==> config.mk <==
export PLATFORM = sky130hd
export DESIGN_NAME = dtr_regs_top
export DESIGN_NICKNAME = d
export VERILOG_FILES = /design/src/include/dtr_pkg.sv /design/src/verilog/dtr_offset_adder.sv /design/src/verilog/dtr_regs_top.sv
export SDC_FILE = /design/constraint.sdc
export NUM_CORES = 1
export LEC_CHECK = 0
export ABC_AREA = 0
export ABC_CLOCK_PERIOD_IN_PS = 3010
export BUFFER_PORTS_ARGS = -buffer_cell sky130_fd_sc_hd__buf_2
export CORE_MARGIN = 1.5
export CORE_UTILIZATION = 51
export CTS_CLUSTER_SIZE = 30
export DETAILED_ROUTE_END_ITERATION = 12
export PLACE_DENSITY = 0.76
export SLEW_MARGIN = 25
export SYNTH_ARGS = -nofsm -noshare
export SYNTH_HDL_FRONTEND = slang
export SYNTH_HIERARCHICAL = 1
export SYNTH_SLANG_ARGS = --single-unit
==> constraint.sdc <==
create_clock -name ref_clk_in -period 3.01 [get_ports ref_clk_in]
set_input_delay 0.301 -clock ref_clk_in [delete_from_list [all_inputs] [get_ports ref_clk_in]]
set_output_delay 0.301 -clock ref_clk_in [all_outputs]
set_load 0.02 [all_outputs]
==> src/include/dtr_pkg.sv <==
// constants for the converter trim and auxiliary control register bank
// assumes an apb master with 32-bit data; each register is one aligned word
package dtr_pkg;

  // bus geometry
  localparam int unsigned DTR_ADDR_W = 12;
  localparam int unsigned DTR_DATA_W = 32;
  localparam int unsigned DTR_REG_W  = 8;
  localparam int unsigned DTR_SMP_W  = 16;

  // register indices; the byte address is four times the index
  localparam logic [7:0] DTR_IDX_Q_OFS_LO   = 8'h3E;
  localparam logic [7:0] DTR_IDX_Q_OFS_HI   = 8'h3F;
  localparam logic [7:0] DTR_IDX_I_FS_LO    = 8'h40;
  localparam logic [7:0] DTR_IDX_I_CTRL     = 8'h41;
  localparam logic [7:0] DTR_IDX_I_AUX_LO   = 8'h42;
  localparam logic [7:0] DTR_IDX_I_AUX_CTRL = 8'h43;
  localparam logic [7:0] DTR_IDX_Q_FS_LO    = 8'h44;
  localparam logic [7:0] DTR_IDX_Q_CTRL     = 8'h45;
  localparam logic [7:0] DTR_IDX_Q_AUX_LO   = 8'h46;
  localparam logic [7:0] DTR_IDX_Q_AUX_CTRL = 8'h47;
  localparam logic [7:0] DTR_IDX_THERM_RNG  = 8'h48;
  localparam logic [7:0] DTR_IDX_THERM_LO   = 8'h49;
  localparam logic [7:0] DTR_IDX_THERM_HI   = 8'h4A;

  // values after reset
  localparam logic [7:0] DTR_RST_OFS       = 8'h00;
  localparam logic [7:0] DTR_RST_FS_LO     = 8'hF9;
  localparam logic [7:0] DTR_RST_CTRL      = 8'h01;
  localparam logic [7:0] DTR_RST_AUX_LO    = 8'h00;
  localparam logic [7:0] DTR_RST_AUX_CTRL  = 8'h00;
  localparam logic [7:0] DTR_RST_THERM_RNG = 8'h02;

  // writable bit masks; bits outside read as zero
  localparam logic [7:0] DTR_MASK_FULL     = 8'hFF;
  localparam logic [7:0] DTR_MASK_CTRL     = 8'h83;
  localparam logic [7:0] DTR_MASK_AUX_CTRL = 8'hE3;
  localparam logic [7:0] DTR_MASK_RNG      = 8'h7F;

  // field positions
  localparam int unsigned DTR_BIT_SLEEP     = 7;
  localparam int unsigned DTR_BIT_AUX_SIGN  = 7;
  localparam int unsigned DTR_BIT_AUX_DIR   = 6;
  localparam int unsigned DTR_BIT_AUX_SLEEP = 5;
  localparam int unsigned DTR_BIT_CAP       = 0;
  localparam int unsigned DTR_POS_SPAN      = 4;
  localparam int unsigned DTR_POS_REF       = 1;
  localparam int unsigned DTR_FLD3_W        = 3;

endpackage

==> src/verilog/dtr_offset_adder.sv <==
// q-channel sample offset stage: adds the programmed offset to each sample
// assumes samples arrive on the register clock with a one-cycle valid
`timescale 1ns/100ps
module dtr_offset_adder
  import dtr_pkg::*;
(
  input  wire logic                 ref_clk_in,
  input  wire logic                 rst_in,
  input  wire logic                 ce_in,
  input  wire logic [DTR_SMP_W-1:0] sample_in,
  input  wire logic                 sample_valid_in,
  input  wire logic [DTR_SMP_W-1:0] offset_in,
  output logic      [DTR_SMP_W-1:0] sample_out,
  output logic                      sample_valid_out
);

  logic [DTR_SMP_W-1:0] next_sample;

  // modular sum: wraps rather than saturates, as a plain adder would
  always_comb begin
    next_sample = sample_in + offset_in;
  end

  // one register stage keeps the data output off the adder carry chain
  always_ff @(posedge ref_clk_in or posedge rst_in) begin
    if (rst_in) begin
      sample_out       <= 16'h0000;
      sample_valid_out <= 1'b0;
    end else if (ce_in) begin
      sample_valid_out <= sample_valid_in;
      if (sample_valid_in) begin
        sample_out <= next_sample;
      end
    end
  end

endmodule

==> src/verilog/dtr_regs_top.sv <==
// apb register bank for converter trims, auxiliary sources and thermal range
// assumes an apb master on ref_clk_in and thermal data from same-clock logic
//
// Behaviour
// q offset added to every q sample
// i trim ten bits, resets 0x1F9
// trim code drives current linearly, min-mid-max
// i control bit7 puts i converter asleep
// q trim ten bits, resets 0x1F9
// q control bit7 puts q converter asleep
// i aux magnitude ten bits, 2 uA steps
// i aux bit7 picks output leg
// i aux bit6 picks source or sink
// i aux bit5 sleeps i aux source
// q aux magnitude ten bits, 2 uA steps
// q aux bit7 picks output leg
// q aux bit6 picks source or sink
// q aux bit5 sleeps q aux source
// thermal span level bits 6..4, reset 000
// thermal reference level bits 3..1, reset 001
// thermal capacitance select bit 0, reset 0
// thermal reading sixteen bits, read only
// unassigned bits read zero, ignore writes
`timescale 1ns/100ps
module dtr_regs_top
  import dtr_pkg::*;
(
  input  wire logic                  ref_clk_in,
  input  wire logic                  rst_in,
  input  wire logic                  ce_in,
  // apb slave
  input  wire logic                  psel_in,
  input  wire logic                  penable_in,
  input  wire logic                  pwrite_in,
  input  wire logic [DTR_ADDR_W-1:0] paddr_in,
  input  wire logic [DTR_DATA_W-1:0] pwdata_in,
  input  wire logic [3:0]            pstrb_in,
  output logic      [DTR_DATA_W-1:0] prdata_out,
  output logic                       pready_out,
  output logic                       pslverr_out,
  // q sample path
  input  wire logic [DTR_SMP_W-1:0]  q_sample_in,
  input  wire logic                  q_sample_valid_in,
  output logic      [DTR_SMP_W-1:0]  q_sample_out,
  output logic                       q_sample_valid_out,
  // thermal converter result
  input  wire logic [DTR_SMP_W-1:0]  thermal_value_in,
  // analog controls
  output logic      [9:0]            i_fullscale_trim_out,
  output logic                       i_sleep_out,
  output logic      [9:0]            q_fullscale_trim_out,
  output logic                       q_sleep_out,
  output logic      [9:0]            i_aux_level_out,
  output logic                       i_aux_negative_leg_out,
  output logic                       i_aux_sink_out,
  output logic                       i_aux_sleep_out,
  output logic      [9:0]            q_aux_level_out,
  output logic                       q_aux_negative_leg_out,
  output logic                       q_aux_sink_out,
  output logic                       q_aux_sleep_out,
  output logic      [2:0]            thermal_adc_span_level_out,
  output logic      [2:0]            thermal_adc_ref_level_out,
  output logic                       thermal_adc_large_cap_out
);

  ////////////////////////////////////////////////////////////////////////////
  // helpers

  // merge write data into a register under its writable mask
  function automatic logic [7:0] dtr_merge(input logic [7:0] old_val,
                                           input logic [7:0] wr_val,
                                           input logic [7:0] mask);
    dtr_merge = (old_val & ~mask) | (wr_val & mask);
  endfunction

  // true when the byte address lands on a mapped register word
  function automatic logic dtr_mapped(input logic [DTR_ADDR_W-1:0] addr);
    logic [9:0] idx;
    idx = addr[DTR_ADDR_W-1:2];
    dtr_mapped = (addr[1:0] == 2'h0) &&
                 (idx >= {2'h0, DTR_IDX_Q_OFS_LO}) &&
                 (idx <= {2'h0, DTR_IDX_THERM_HI});
  endfunction

  ////////////////////////////////////////////////////////////////////////////
  // register storage

  logic [7:0]  q_channel_offset_low;
  logic [7:0]  q_channel_offset_high;
  logic [7:0]  i_fullscale_trim_low;
  logic [7:0]  i_channel_control;
  logic [7:0]  i_auxiliary_level_low;
  logic [7:0]  i_auxiliary_control;
  logic [7:0]  q_fullscale_trim_low;
  logic [7:0]  q_channel_control;
  logic [7:0]  q_auxiliary_level_low;
  logic [7:0]  q_auxiliary_control;
  logic [7:0]  thermal_range_control;
  logic [7:0]  thermal_high_snapshot;

  logic [7:0]  reg_index;
  logic        addr_ok;
  logic        wr_fire;
  logic        rd_setup;
  logic [7:0]  wbyte;
  logic [7:0]  next_rdata;

  ////////////////////////////////////////////////////////////////////////////
  // apb decode

  // index only valid when addr_ok; upper index bits are checked there
  assign reg_index = paddr_in[9:2];
  assign addr_ok   = dtr_mapped(paddr_in);
  assign wbyte     = pwdata_in[7:0];

  // no wait states: read data is fetched at the setup edge into a flop
  assign pready_out  = psel_in & penable_in;
  assign pslverr_out = psel_in & penable_in & ~addr_ok;

  // a write lands only at the completing edge and only with lane 0 enabled
  assign wr_fire  = psel_in & penable_in & pwrite_in & addr_ok & pstrb_in[0];
  assign rd_setup = psel_in & ~penable_in & ~pwrite_in;

  ////////////////////////////////////////////////////////////////////////////
  // q offset pair

  // the two bytes are independent; software must keep them coherent itself
  always_ff @(posedge ref_clk_in or posedge rst_in) begin
    if (rst_in) begin
      q_channel_offset_low  <= DTR_RST_OFS;
      q_channel_offset_high <= DTR_RST_OFS;
    end else if (ce_in && wr_fire) begin
      if (reg_index == DTR_IDX_Q_OFS_LO) begin
        q_channel_offset_low <= dtr_merge(q_channel_offset_low, wbyte, DTR_MASK_FULL);
      end
      if (reg_index == DTR_IDX_Q_OFS_HI) begin
        q_channel_offset_high <= dtr_merge(q_channel_offset_high, wbyte, DTR_MASK_FULL);
      end
    end
  end

  ////////////////////////////////////////////////////////////////////////////
  // i channel trim and sleep

  always_ff @(posedge ref_clk_in or posedge rst_in) begin
    if (rst_in) begin
      i_fullscale_trim_low <= DTR_RST_FS_LO;
      i_channel_control    <= DTR_RST_CTRL;
    end else if (ce_in && wr_fire) begin
      if (reg_index == DTR_IDX_I_FS_LO) begin
        i_fullscale_trim_low <= dtr_merge(i_fullscale_trim_low, wbyte, DTR_MASK_FULL);
      end
      if (reg_index == DTR_IDX_I_CTRL) begin
        i_channel_control <= dtr_merge(i_channel_control, wbyte, DTR_MASK_CTRL);
      end
    end
  end

  ////////////////////////////////////////////////////////////////////////////
  // i auxiliary source

  always_ff @(posedge ref_clk_in or posedge rst_in) begin
    if (rst_in) begin
      i_auxiliary_level_low <= DTR_RST_AUX_LO;
      i_auxiliary_control   <= DTR_RST_AUX_CTRL;
    end else if (ce_in && wr_fire) begin
      if (reg_index == DTR_IDX_I_AUX_LO) begin
        i_auxiliary_level_low <= dtr_merge(i_auxiliary_level_low, wbyte, DTR_MASK_FULL);
      end
      if (reg_index == DTR_IDX_I_AUX_CTRL) begin
        i_auxiliary_control <= dtr_merge(i_auxiliary_control, wbyte, DTR_MASK_AUX_CTRL);
      end
    end
  end

  ////////////////////////////////////////////////////////////////////////////
  // q channel trim and sleep

  always_ff @(posedge ref_clk_in or posedge rst_in) begin
    if (rst_in) begin
      q_fullscale_trim_low <= DTR_RST_FS_LO;
      q_channel_control    <= DTR_RST_CTRL;
    end else if (ce_in && wr_fire) begin
      if (reg_index == DTR_IDX_Q_FS_LO) begin
        q_fullscale_trim_low <= dtr_merge(q_fullscale_trim_low, wbyte, DTR_MASK_FULL);
      end
      if (reg_index == DTR_IDX_Q_CTRL) begin
        q_channel_control <= dtr_merge(q_channel_control, wbyte, DTR_MASK_CTRL);
      end
    end
  end

  ////////////////////////////////////////////////////////////////////////////
  // q auxiliary source

  always_ff @(posedge ref_clk_in or posedge rst_in) begin
    if (rst_in) begin
      q_auxiliary_level_low <= DTR_RST_AUX_LO;
      q_auxiliary_control   <= DTR_RST_AUX_CTRL;
    end else if (ce_in && wr_fire) begin
      if (reg_index == DTR_IDX_Q_AUX_LO) begin
        q_auxiliary_level_low <= dtr_merge(q_auxiliary_level_low, wbyte, DTR_MASK_FULL);
      end
      if (reg_index == DTR_IDX_Q_AUX_CTRL) begin
        q_auxiliary_control <= dtr_merge(q_auxiliary_control, wbyte, DTR_MASK_AUX_CTRL);
      end
    end
  end

  ////////////////////////////////////////////////////////////////////////////
  // thermal converter range

  // bit 7 is unassigned and stays zero
  always_ff @(posedge ref_clk_in or posedge rst_in) begin
    if (rst_in) begin
      thermal_range_control <= DTR_RST_THERM_RNG;
    end else if (ce_in && wr_fire && reg_index == DTR_IDX_THERM_RNG) begin
      thermal_range_control <= dtr_merge(thermal_range_control, wbyte, DTR_MASK_RNG);
    end
  end

  ////////////////////////////////////////////////////////////////////////////
  // thermal reading

  // reading the low byte freezes the high byte, so a low-then-high read pair
  // sees one coherent sample even while the converter keeps updating
  always_ff @(posedge ref_clk_in or posedge rst_in) begin
    if (rst_in) begin
      thermal_high_snapshot <= 8'h00;
    end else if (ce_in && rd_setup && addr_ok && reg_index == DTR_IDX_THERM_LO) begin
      thermal_high_snapshot <= thermal_value_in[15:8];
    end
  end

  ////////////////////////////////////////////////////////////////////////////
  // read path

  // unmapped and unassigned bits return zero
  always_comb begin
    next_rdata = 8'h00;
    if (addr_ok) begin
      unique case (reg_index)
        DTR_IDX_Q_OFS_LO:   next_rdata = q_channel_offset_low;
        DTR_IDX_Q_OFS_HI:   next_rdata = q_channel_offset_high;
        DTR_IDX_I_FS_LO:    next_rdata = i_fullscale_trim_low;
        DTR_IDX_I_CTRL:     next_rdata = i_channel_control;
        DTR_IDX_I_AUX_LO:   next_rdata = i_auxiliary_level_low;
        DTR_IDX_I_AUX_CTRL: next_rdata = i_auxiliary_control;
        DTR_IDX_Q_FS_LO:    next_rdata = q_fullscale_trim_low;
        DTR_IDX_Q_CTRL:     next_rdata = q_channel_control;
        DTR_IDX_Q_AUX_LO:   next_rdata = q_auxiliary_level_low;
        DTR_IDX_Q_AUX_CTRL: next_rdata = q_auxiliary_control;
        DTR_IDX_THERM_RNG:  next_rdata = thermal_range_control;
        DTR_IDX_THERM_LO:   next_rdata = thermal_value_in[7:0];
        DTR_IDX_THERM_HI:   next_rdata = thermal_high_snapshot;
        default:            next_rdata = 8'h00;
      endcase
    end
  end

  // read data is loaded at the setup edge and held through the access phase
  always_ff @(posedge ref_clk_in or posedge rst_in) begin
    if (rst_in) begin
      prdata_out <= 32'h00000000;
    end else if (ce_in && rd_setup) begin
      prdata_out <= {24'h000000, next_rdata};
    end
  end

  ////////////////////////////////////////////////////////////////////////////
  // analog control outputs

  // trims are linear codes: 0x000 minimum, 0x200 midpoint, 0x3FF maximum
  assign i_fullscale_trim_out = {i_channel_control[1:0], i_fullscale_trim_low};
  assign q_fullscale_trim_out = {q_channel_control[1:0], q_fullscale_trim_low};
  assign i_sleep_out          = i_channel_control[DTR_BIT_SLEEP];
  assign q_sleep_out          = q_channel_control[DTR_BIT_SLEEP];

  // auxiliary magnitude: zero gives no current, each code adds one step
  assign i_aux_level_out        = {i_auxiliary_control[1:0], i_auxiliary_level_low};
  assign i_aux_negative_leg_out = i_auxiliary_control[DTR_BIT_AUX_SIGN];
  assign i_aux_sink_out         = i_auxiliary_control[DTR_BIT_AUX_DIR];
  assign i_aux_sleep_out        = i_auxiliary_control[DTR_BIT_AUX_SLEEP];
  assign q_aux_level_out        = {q_auxiliary_control[1:0], q_auxiliary_level_low};
  assign q_aux_negative_leg_out = q_auxiliary_control[DTR_BIT_AUX_SIGN];
  assign q_aux_sink_out         = q_auxiliary_control[DTR_BIT_AUX_DIR];
  assign q_aux_sleep_out        = q_auxiliary_control[DTR_BIT_AUX_SLEEP];

  // thermal converter range fields
  assign thermal_adc_span_level_out = thermal_range_control[DTR_POS_SPAN +: DTR_FLD3_W];
  assign thermal_adc_ref_level_out  = thermal_range_control[DTR_POS_REF +: DTR_FLD3_W];
  assign thermal_adc_large_cap_out  = thermal_range_control[DTR_BIT_CAP];

  ////////////////////////////////////////////////////////////////////////////
  // q sample offset stage

  dtr_offset_adder u_q_offset (
    .ref_clk_in       (ref_clk_in),
    .rst_in           (rst_in),
    .ce_in            (ce_in),
    .sample_in        (q_sample_in),
    .sample_valid_in  (q_sample_valid_in),
    .offset_in        ({q_channel_offset_high, q_channel_offset_low}),
    .sample_out       (q_sample_out),
    .sample_valid_out (q_sample_valid_out)
  );

endmodule

==> qor.yml, run 1 <==
fin_skew_ps: 5.20
post_drt_wl_per_cell_um: 19.3
reg2reg_from: "q_channel_offset_low[0]$_DFFE_PP0P_"
vias: 4814
finalSetupTns_ps: 0
hpwl_um: 12000
clkTransAtPathRegs_ps: 70
numCtsBuffers: 9
layout_setup_ws_ps: 522
crit_fanout: 4
p_leak_nw: 3.54
final_max_slew_viol_count: 0
rrSetupSlack_ps: 520
grt_pass1_wl_um: 25300
postCtsSetupRepairBufs: 0
clock_path_buffers: 2
cts.htree.levels: 3
syn-cell-area_um2: 5930
status: "finished, final reports clean"
final.min_clock_period_ps: 2490
hold_viol_final: 0
start_util_pct: 52.2
critPathArrivalTime_ps: 2720
wirelength_um: 15900
fin_crit_sh_pct: 82.6
yosys-top-cells-count: "dfrtp_1 (89), mux2_2 (87), nand2_1 (61)"
synth_area_leaders: "dfrtp_1 (38%), mux2_2 (17%), dfstp_2 (6.6%)"
hold_class: "in -> async"
antennaDiodeCount: 0
synth_xor_area_share_pct: 1.33
synthMuxAreaShare_pct: 18.7
tightest_slew_ps: 711
r2r_end: "u_q_offset/sample_out[14]$_DFFE_PP0P_"
crit_chain: "ha_1 > fa_1 > a21o_1 > a311o_1 > a21oi_2 > nor4_1 > or3_1"
ys_types: 73
synth.top_cell.area_share_pct: 37.6
overflow: 0
cpMaxStageDelayCell: "dfrtp_1"
layout.area.seq_um2: 2620
cts_tree: "done"
syn_to_final_growth_pct: 18.0
max_freq_mhz: 402
crit_type: "reg -> reg"
clk_latency_ps: 350
ys_seq_elements: 104
setup_viol: 0
ys.flop_type: "dfrtp_1"
pre_cts_ws_ps: 338
drive_above_1_share_pct: 42.6
async_reset_ff_share_pct: 100
synth_top_family_by_area: "multiplexers"
yosysTopAreaCell: "dfrtp_1"
antenna_found_initial: 0
ant_nets: 0
design.die.area_um2: 12300
die_w_um: 111
yosysWarningCount: 6
nFillCells: 969
ir_drop_v: 0.000325
yosysMostFrequentCell: "dfrtp_1"
io_pins: 193
core_um2: 11400
cpPeakStageDelay_ps: 420
portBuffers: 141
viasPerCell: 5.85
start_kind: "flip-flop"
grt_max_degree: 39
avgSynthCellArea_um2: 11.0
worstPathRequired_ps: 3240
max_slew_margin_pct: 52.1
cts_root_buffer: "clkbuf_16"
p_per_area_nw_per_um2: 418
drc_errors: 0
rsz0062_at_grt: "false"
synth_compound_area_share_pct: 13.2
gp_congestion: 0.878
synth-adder-area-share_pct: 3.50
hold_buffers: 0
synth-edff-count: 0
synth-simple-area-share_pct: 14.0
rr_worst_depth: 7
cts_resized: 0
endpoint_kind: "flip-flop"
drv_cap: 0
multi_input_area_um2: 3100
track_usage_pct: 26.3
syn_inst: 537
grt_pass1_vias: 4779
fp-row-count: 39
drt-initial-drc-count: 295
clock-sinks: 104
ys_seq_area_share_pct: 44.2
drtPass1Iterations: 5
fp.dieH_um: 111
final_nets: 778
stage by stage:
step / util (%) / total power [mW] / std cells / area, µm² / hold WS, ps
floorplan: - / 1.69 / 560 / 6020 / 227
global placement: 58.9 / 1.79 / 807 / 6700 / 406
detailed placement: 58.9 / 1.80 / 807 / 6700 / 417
CTS: 61.5 / 2.94 / 823 / 6990 / 39.2
global route: 61.5 / 3.03 / 823 / 6990 / 73.4
finish: 61.5 / 2.92 / 823 / 6990 / 21.3
metal layers:
layer | wire length [µm] | share of wire (%) | up-vias | track usage (%)
met1 | 6900 | 43 | 2360 | 34.3
met5 | 0 | 0 | - | 0
met4 | 374 | 2.4 | 0 | 10.3
met2 | 7750 | 49 | 209 | 44.3
li1 | - | - | 2216 | -
met3 | 872 | 5.5 | 29 | 3.83
layout make-up:
| class | instances | share of cell area [%] |
|---|---|---|
| clock buffer | 12 | 3.81 |
| clock inverter | 4 | 0.394 |
| inverter | 5 | 0.286 |
| multi-input combinational | 404 | 44.3 |
| sequential | 104 | 37.5 |
| tap | 143 | 2.56 |
| timing repair buffer | 151 | 11.2 |
flip-flops by register name, summed over array words and instances, names as in the netlist:
register and count:
q_auxiliary_level_low 8, q_auxiliary_control 5, q_channel_control 3, q_fullscale_trim_low 8
i_auxiliary_level_low 8, thermal_range_control 7, q_channel_offset_low 8, i_fullscale_trim_low 8
prdata_out 8, u_q_offset/sample_out 16, i_channel_control 3, thermal_high_snapshot 8
q_channel_offset_high 8, i_auxiliary_control 5, u_q_offset/sample_valid_out 1
cells by family after synthesis:
group	after synthesis
compound gates	111
xor+xnor	9
fa+ha+maj	16
buf+inv	52
flops	104
mux	100
other cells	1
simple gates	144
worst max path at each step:
stage                                        startpoint                               endpoint  slack (ps)  cells after the start
floorplan                                        rst_in     i_auxiliary_control[0]$_DFFE_PP0P_         480                      1
global placement                            paddr_in[5]    q_channel_offset_low[4]$_DFFE_PP0P_         390                      6
finish              q_channel_offset_low[0]$_DFFE_PP0P_  u_q_offset/sample_out[14]$_DFFE_PP0P_         520                      7
CTS                 q_channel_offset_low[0]$_DFFE_PP0P_  u_q_offset/sample_out[14]$_DFFE_PP0P_         500                      7
detailed placement                          paddr_in[5]    q_channel_offset_low[3]$_DFFE_PP0P_         340                      6
global route        q_channel_offset_low[0]$_DFFE_PP0P_  u_q_offset/sample_out[14]$_DFFE_PP0P_         360                      7
power breakdown:
part	total [mW]	leakage, nW	switching (mW)	internal, mW
Sequential	1.44	1.37	0.0135	1.43
Combinational	0.331	2.03	0.230	0.102
Clock	1.15	0.137	0.523	0.628
Total	2.92	3.54	0.766	2.16
cell usage in the layout, fill, tap and decap left out, types with 13 or more instances in the layout:
master and count:
a21oi_1 18, buf_2 141, conb_1 24, dfrtp_1 89, dfstp_2 15, ha_1 15, mux2_2 87, mux2i_1 13
nand2_1 61, nor2_1 13, o21ai_0 19
worst max-delay path: cells and delay by family (launching register included):
kind	cells	cell delay, ps
AOI/OAI and AO/OA	3	870
adders and majority gates	2	640
DFF	1	420
and+or+nand+nor	2	420
Note: power is estimated with default switching activity, not from simulation.
==> inputs of run 2 (changes only) <==
--- a/config.mk
+++ b/config.mk
@@ -6,7 +6,7 @@
 export NUM_CORES = 1
 export LEC_CHECK = 0
 export ABC_AREA = 0
-export ABC_CLOCK_PERIOD_IN_PS = 3010
+export ABC_CLOCK_PERIOD_IN_PS = 2400
 export BUFFER_PORTS_ARGS = -buffer_cell sky130_fd_sc_hd__buf_2
 export CORE_MARGIN = 1.5
 export CORE_UTILIZATION = 51
==> constraint.sdc (replaced) <==
create_clock -name ref_clk_in -period 2.4 [get_ports ref_clk_in]
set_input_delay 0.24 -clock ref_clk_in [delete_from_list [all_inputs] [get_ports ref_clk_in]]
set_output_delay 0.24 -clock ref_clk_in [all_outputs]
set_load 0.02 [all_outputs]
==> run 2 against run 1 <==
  * The run now ends with negative hold slack left
  * Hold slack got worse by 24 ps
  * Global-route usage grew 0.47 points
  * Clock power is 31% higher
  * Sequential share of layout area fell by 0.76 points
  * Clock-buffer cell count decreased by 3
  * Clock skew up 1.8 ps
  * Register-to-register slack got worse by 430 ps
  * Critical endpoint unchanged
  * Largest power group unchanged
==> qor.yml, run 2 (synthesis results as in run 1) <==
status: "finished, violations left"
violations: "negative hold slack"
final_max_slew_viol_count: 0  # unchanged
design.die.area_um2: 12300  # unchanged
rr_worst_depth: 7  # unchanged
worstPathRequired_ps: 2630  # -610 ps
crit_end: "u_q_offset/sample_out[14]$_DFFE_PP0P_"
clk_latency_ps: 350  # about the same
endpoint_kind: "flip-flop"
final_core_util_pct: 62.8  # +1.3 points
drtPass1Iterations: 5  # unchanged
swShare_pct: 26.7  # +0.50 points
hold_slack_ps: -2.71  # -24.0 ps
crit_type: "reg -> reg"
reg2reg_from: "q_channel_offset_low[0]$_DFFE_PP0P_"
final_common_cell: "buf_2"
cts_root_buffer: "clkbuf_16"
p_leak_nw: 3.62  # +2.4%
viasPerCell: 5.85  # about the same
grt_pass1_wl_um: 25900  # +2.3%
combPwrFrac_pct: 11.4  # about the same
hold_viol_final: 5  # +5
p_per_area_nw_per_um2: 524  # +25%
final_cell_count_no_fill: 837  # +1.7%
clock_path_buffers: 2  # unchanged
grt_max_degree: 88  # +130%
drt-initial-drc-count: 322  # +9.2%
gp_congestion: 0.899  # +2.4%
p_int_mw: 2.74  # +27%
cts.htree.levels: 3  # unchanged
fin_crit_sh_pct: 96.1  # +13 points
rsz0062_at_grt: "false"
core_um2: 11400  # unchanged
clkTransAtPathRegs_ps: 70  # about the same
r2r_end: "u_q_offset/sample_out[14]$_DFFE_PP0P_"
regMostFlops: "u_q_offset/sample_out"
io_pins: 193  # unchanged
overflow: 0  # unchanged
final_nets: 792  # +1.8%
die_w_um: 111  # unchanged
nFillCells: 945  # -2.5%
dpl_cell_area_um2: 6830  # +1.9%
multi_input_area_um2: 3100  # about the same
p_seq_share_pct: 48.2  # -1.1 points
fp-row-count: 39  # unchanged
antenna_found_initial: 0  # unchanged
fp.dieH_um: 111  # unchanged
cts_tree: "done"
clock-sinks: 104  # unchanged
final_area_um2: 7140  # +2.1%
wirelength_um: 16200  # +2.1%
total_power_mw: 3.74  # +28%
hold_class: "in -> async"
critPathArrivalTime_ps: 2540  # -180 ps
max_freq_mhz: 434  # +7.9%
ant_nets: 0  # unchanged
hpwl_um: 12100  # +0.71%
tightest_slew_ps: 783  # +71.6 ps
post_drt_wl_per_cell_um: 19.4  # +0.43%
rrSetupSlack_ps: 90  # -430 ps
track_usage_pct: 26.8  # +0.47 points
layout.area.seq_um2: 2620  # unchanged
final.min_clock_period_ps: 2310  # -181 ps
ir_drop_v: 0.000333  # +2.4%
start_kind: "flip-flop"
p_clk_share_pct: 40.3  # +0.9 points
drive_above_1_share_pct: 43.9  # +1.3 points
antennaDiodeCount: 0  # unchanged
setup_viol: 0  # unchanged
power.switching_mw: 1.00  # +31%
vias: 4896  # +1.7%
mostFrequentLayoutCells: "buf_2 (141), dfrtp_1 (89), mux2_2 (87)"
hold_buffers: 0  # unchanged
crit_path_start: "q_channel_offset_low[0]$_DFFE_PP0P_"
finalSetupTns_ps: 0  # unchanged
fin_skew_ps: 6.97  # +1.77 ps
portBuffers: 141  # unchanged
drv_cap: 0  # unchanged
max_slew_margin_pct: 46.5  # -5.7 points
grt_pass1_vias: 4889  # +2.3%
numCtsBuffers: 9  # unchanged
syn_to_final_growth_pct: 20.4
placed_cells: 820  # +1.6%
largest_reg_flops: 16  # unchanged
crit_fanout: 3  # -1
start_util_pct: 52.2  # unchanged
drc_errors: 0  # unchanged
==> run 2: cell count changes in the layout (fill, tap and decap cells not counted), sizes merged <==
cell,previous run,this run
buf,151,165
bufinv,0,1
clkbuf,12,9
clkinv,2,3
clkinvlp,3,2
inv,4,6
==> run 2: power by group through the flow <==
stage | sequential (mW) | clock [mW] | combinational [mW]
final | 1.80 | 1.51 | 0.427
after global routing | 1.81 | 1.60 | 0.462
after CTS | 1.81 | 1.53 | 0.427
after detailed placement | 1.84 | 0 | 0.425
after global placement | 1.84 | 0 | 0.419
after floorplan | 1.88 | 0 | 0.240
==> run 2: critical path, stage by stage (launching register included) <==
cell,delay [ps]
dfrtp_1,400
ha_1,230
fa_2,370
a21o_1,200
a311o_1,390
a21oi_2,190
nor4_1,70
or3_1,340
==> run 2: cell type report <==
class                           instances  area share [%]
Multi-Input combinational cell        404            43.5
Sequential cell                       104            36.7
Timing Repair Buffer                  165            12.8
Clock buffer                            9            3.16
Tap cell                              143            2.51
Clock inverter                          7            1.09
Inverter                                5           0.316
==> run 2: worst min path at each step <==
stage / slack (ps) / end
2_1_floorplan: 170 / u_q_offset/sample_out[0]$_DFFE_PP0P_
3_3_place_gp: 390 / u_q_offset/sample_out[4]$_DFFE_PP0P_
3_5_place_dp: 400 / u_q_offset/sample_out[4]$_DFFE_PP0P_
4_1_cts: 20 / u_q_offset/sample_out[4]$_DFFE_PP0P_
5_1_grt: 60 / q_fullscale_trim_low[2]$_DFFE_PP0P_
6_report: -3 / u_q_offset/sample_out[4]$_DFFE_PP0P_
==> run 2: what timing repair did <==
item,in CTS,in global routing
endpoints found under the setup margin,0,2
gates resized for setup,0,1
buffers inserted,0,1
==> run 2: through the flow <==
step	hold WS [ps]	setup WS, ps
floorplan	166	145
global placement	388	63.8
detailed placement	403	20.3
CTS	23.7	9.91
global route	57.3	40.0
finish	-2.71	93.7
==> run 2: per-layer routing <==
layer	track usage, %	share of wire (%)	vias to the layer above
met5	0	0	-
met4	12.0	2.8	0
met3	4.76	7.3	35
met2	43.6	49	241
met1	35.0	41	2371
li1	-	-	2249
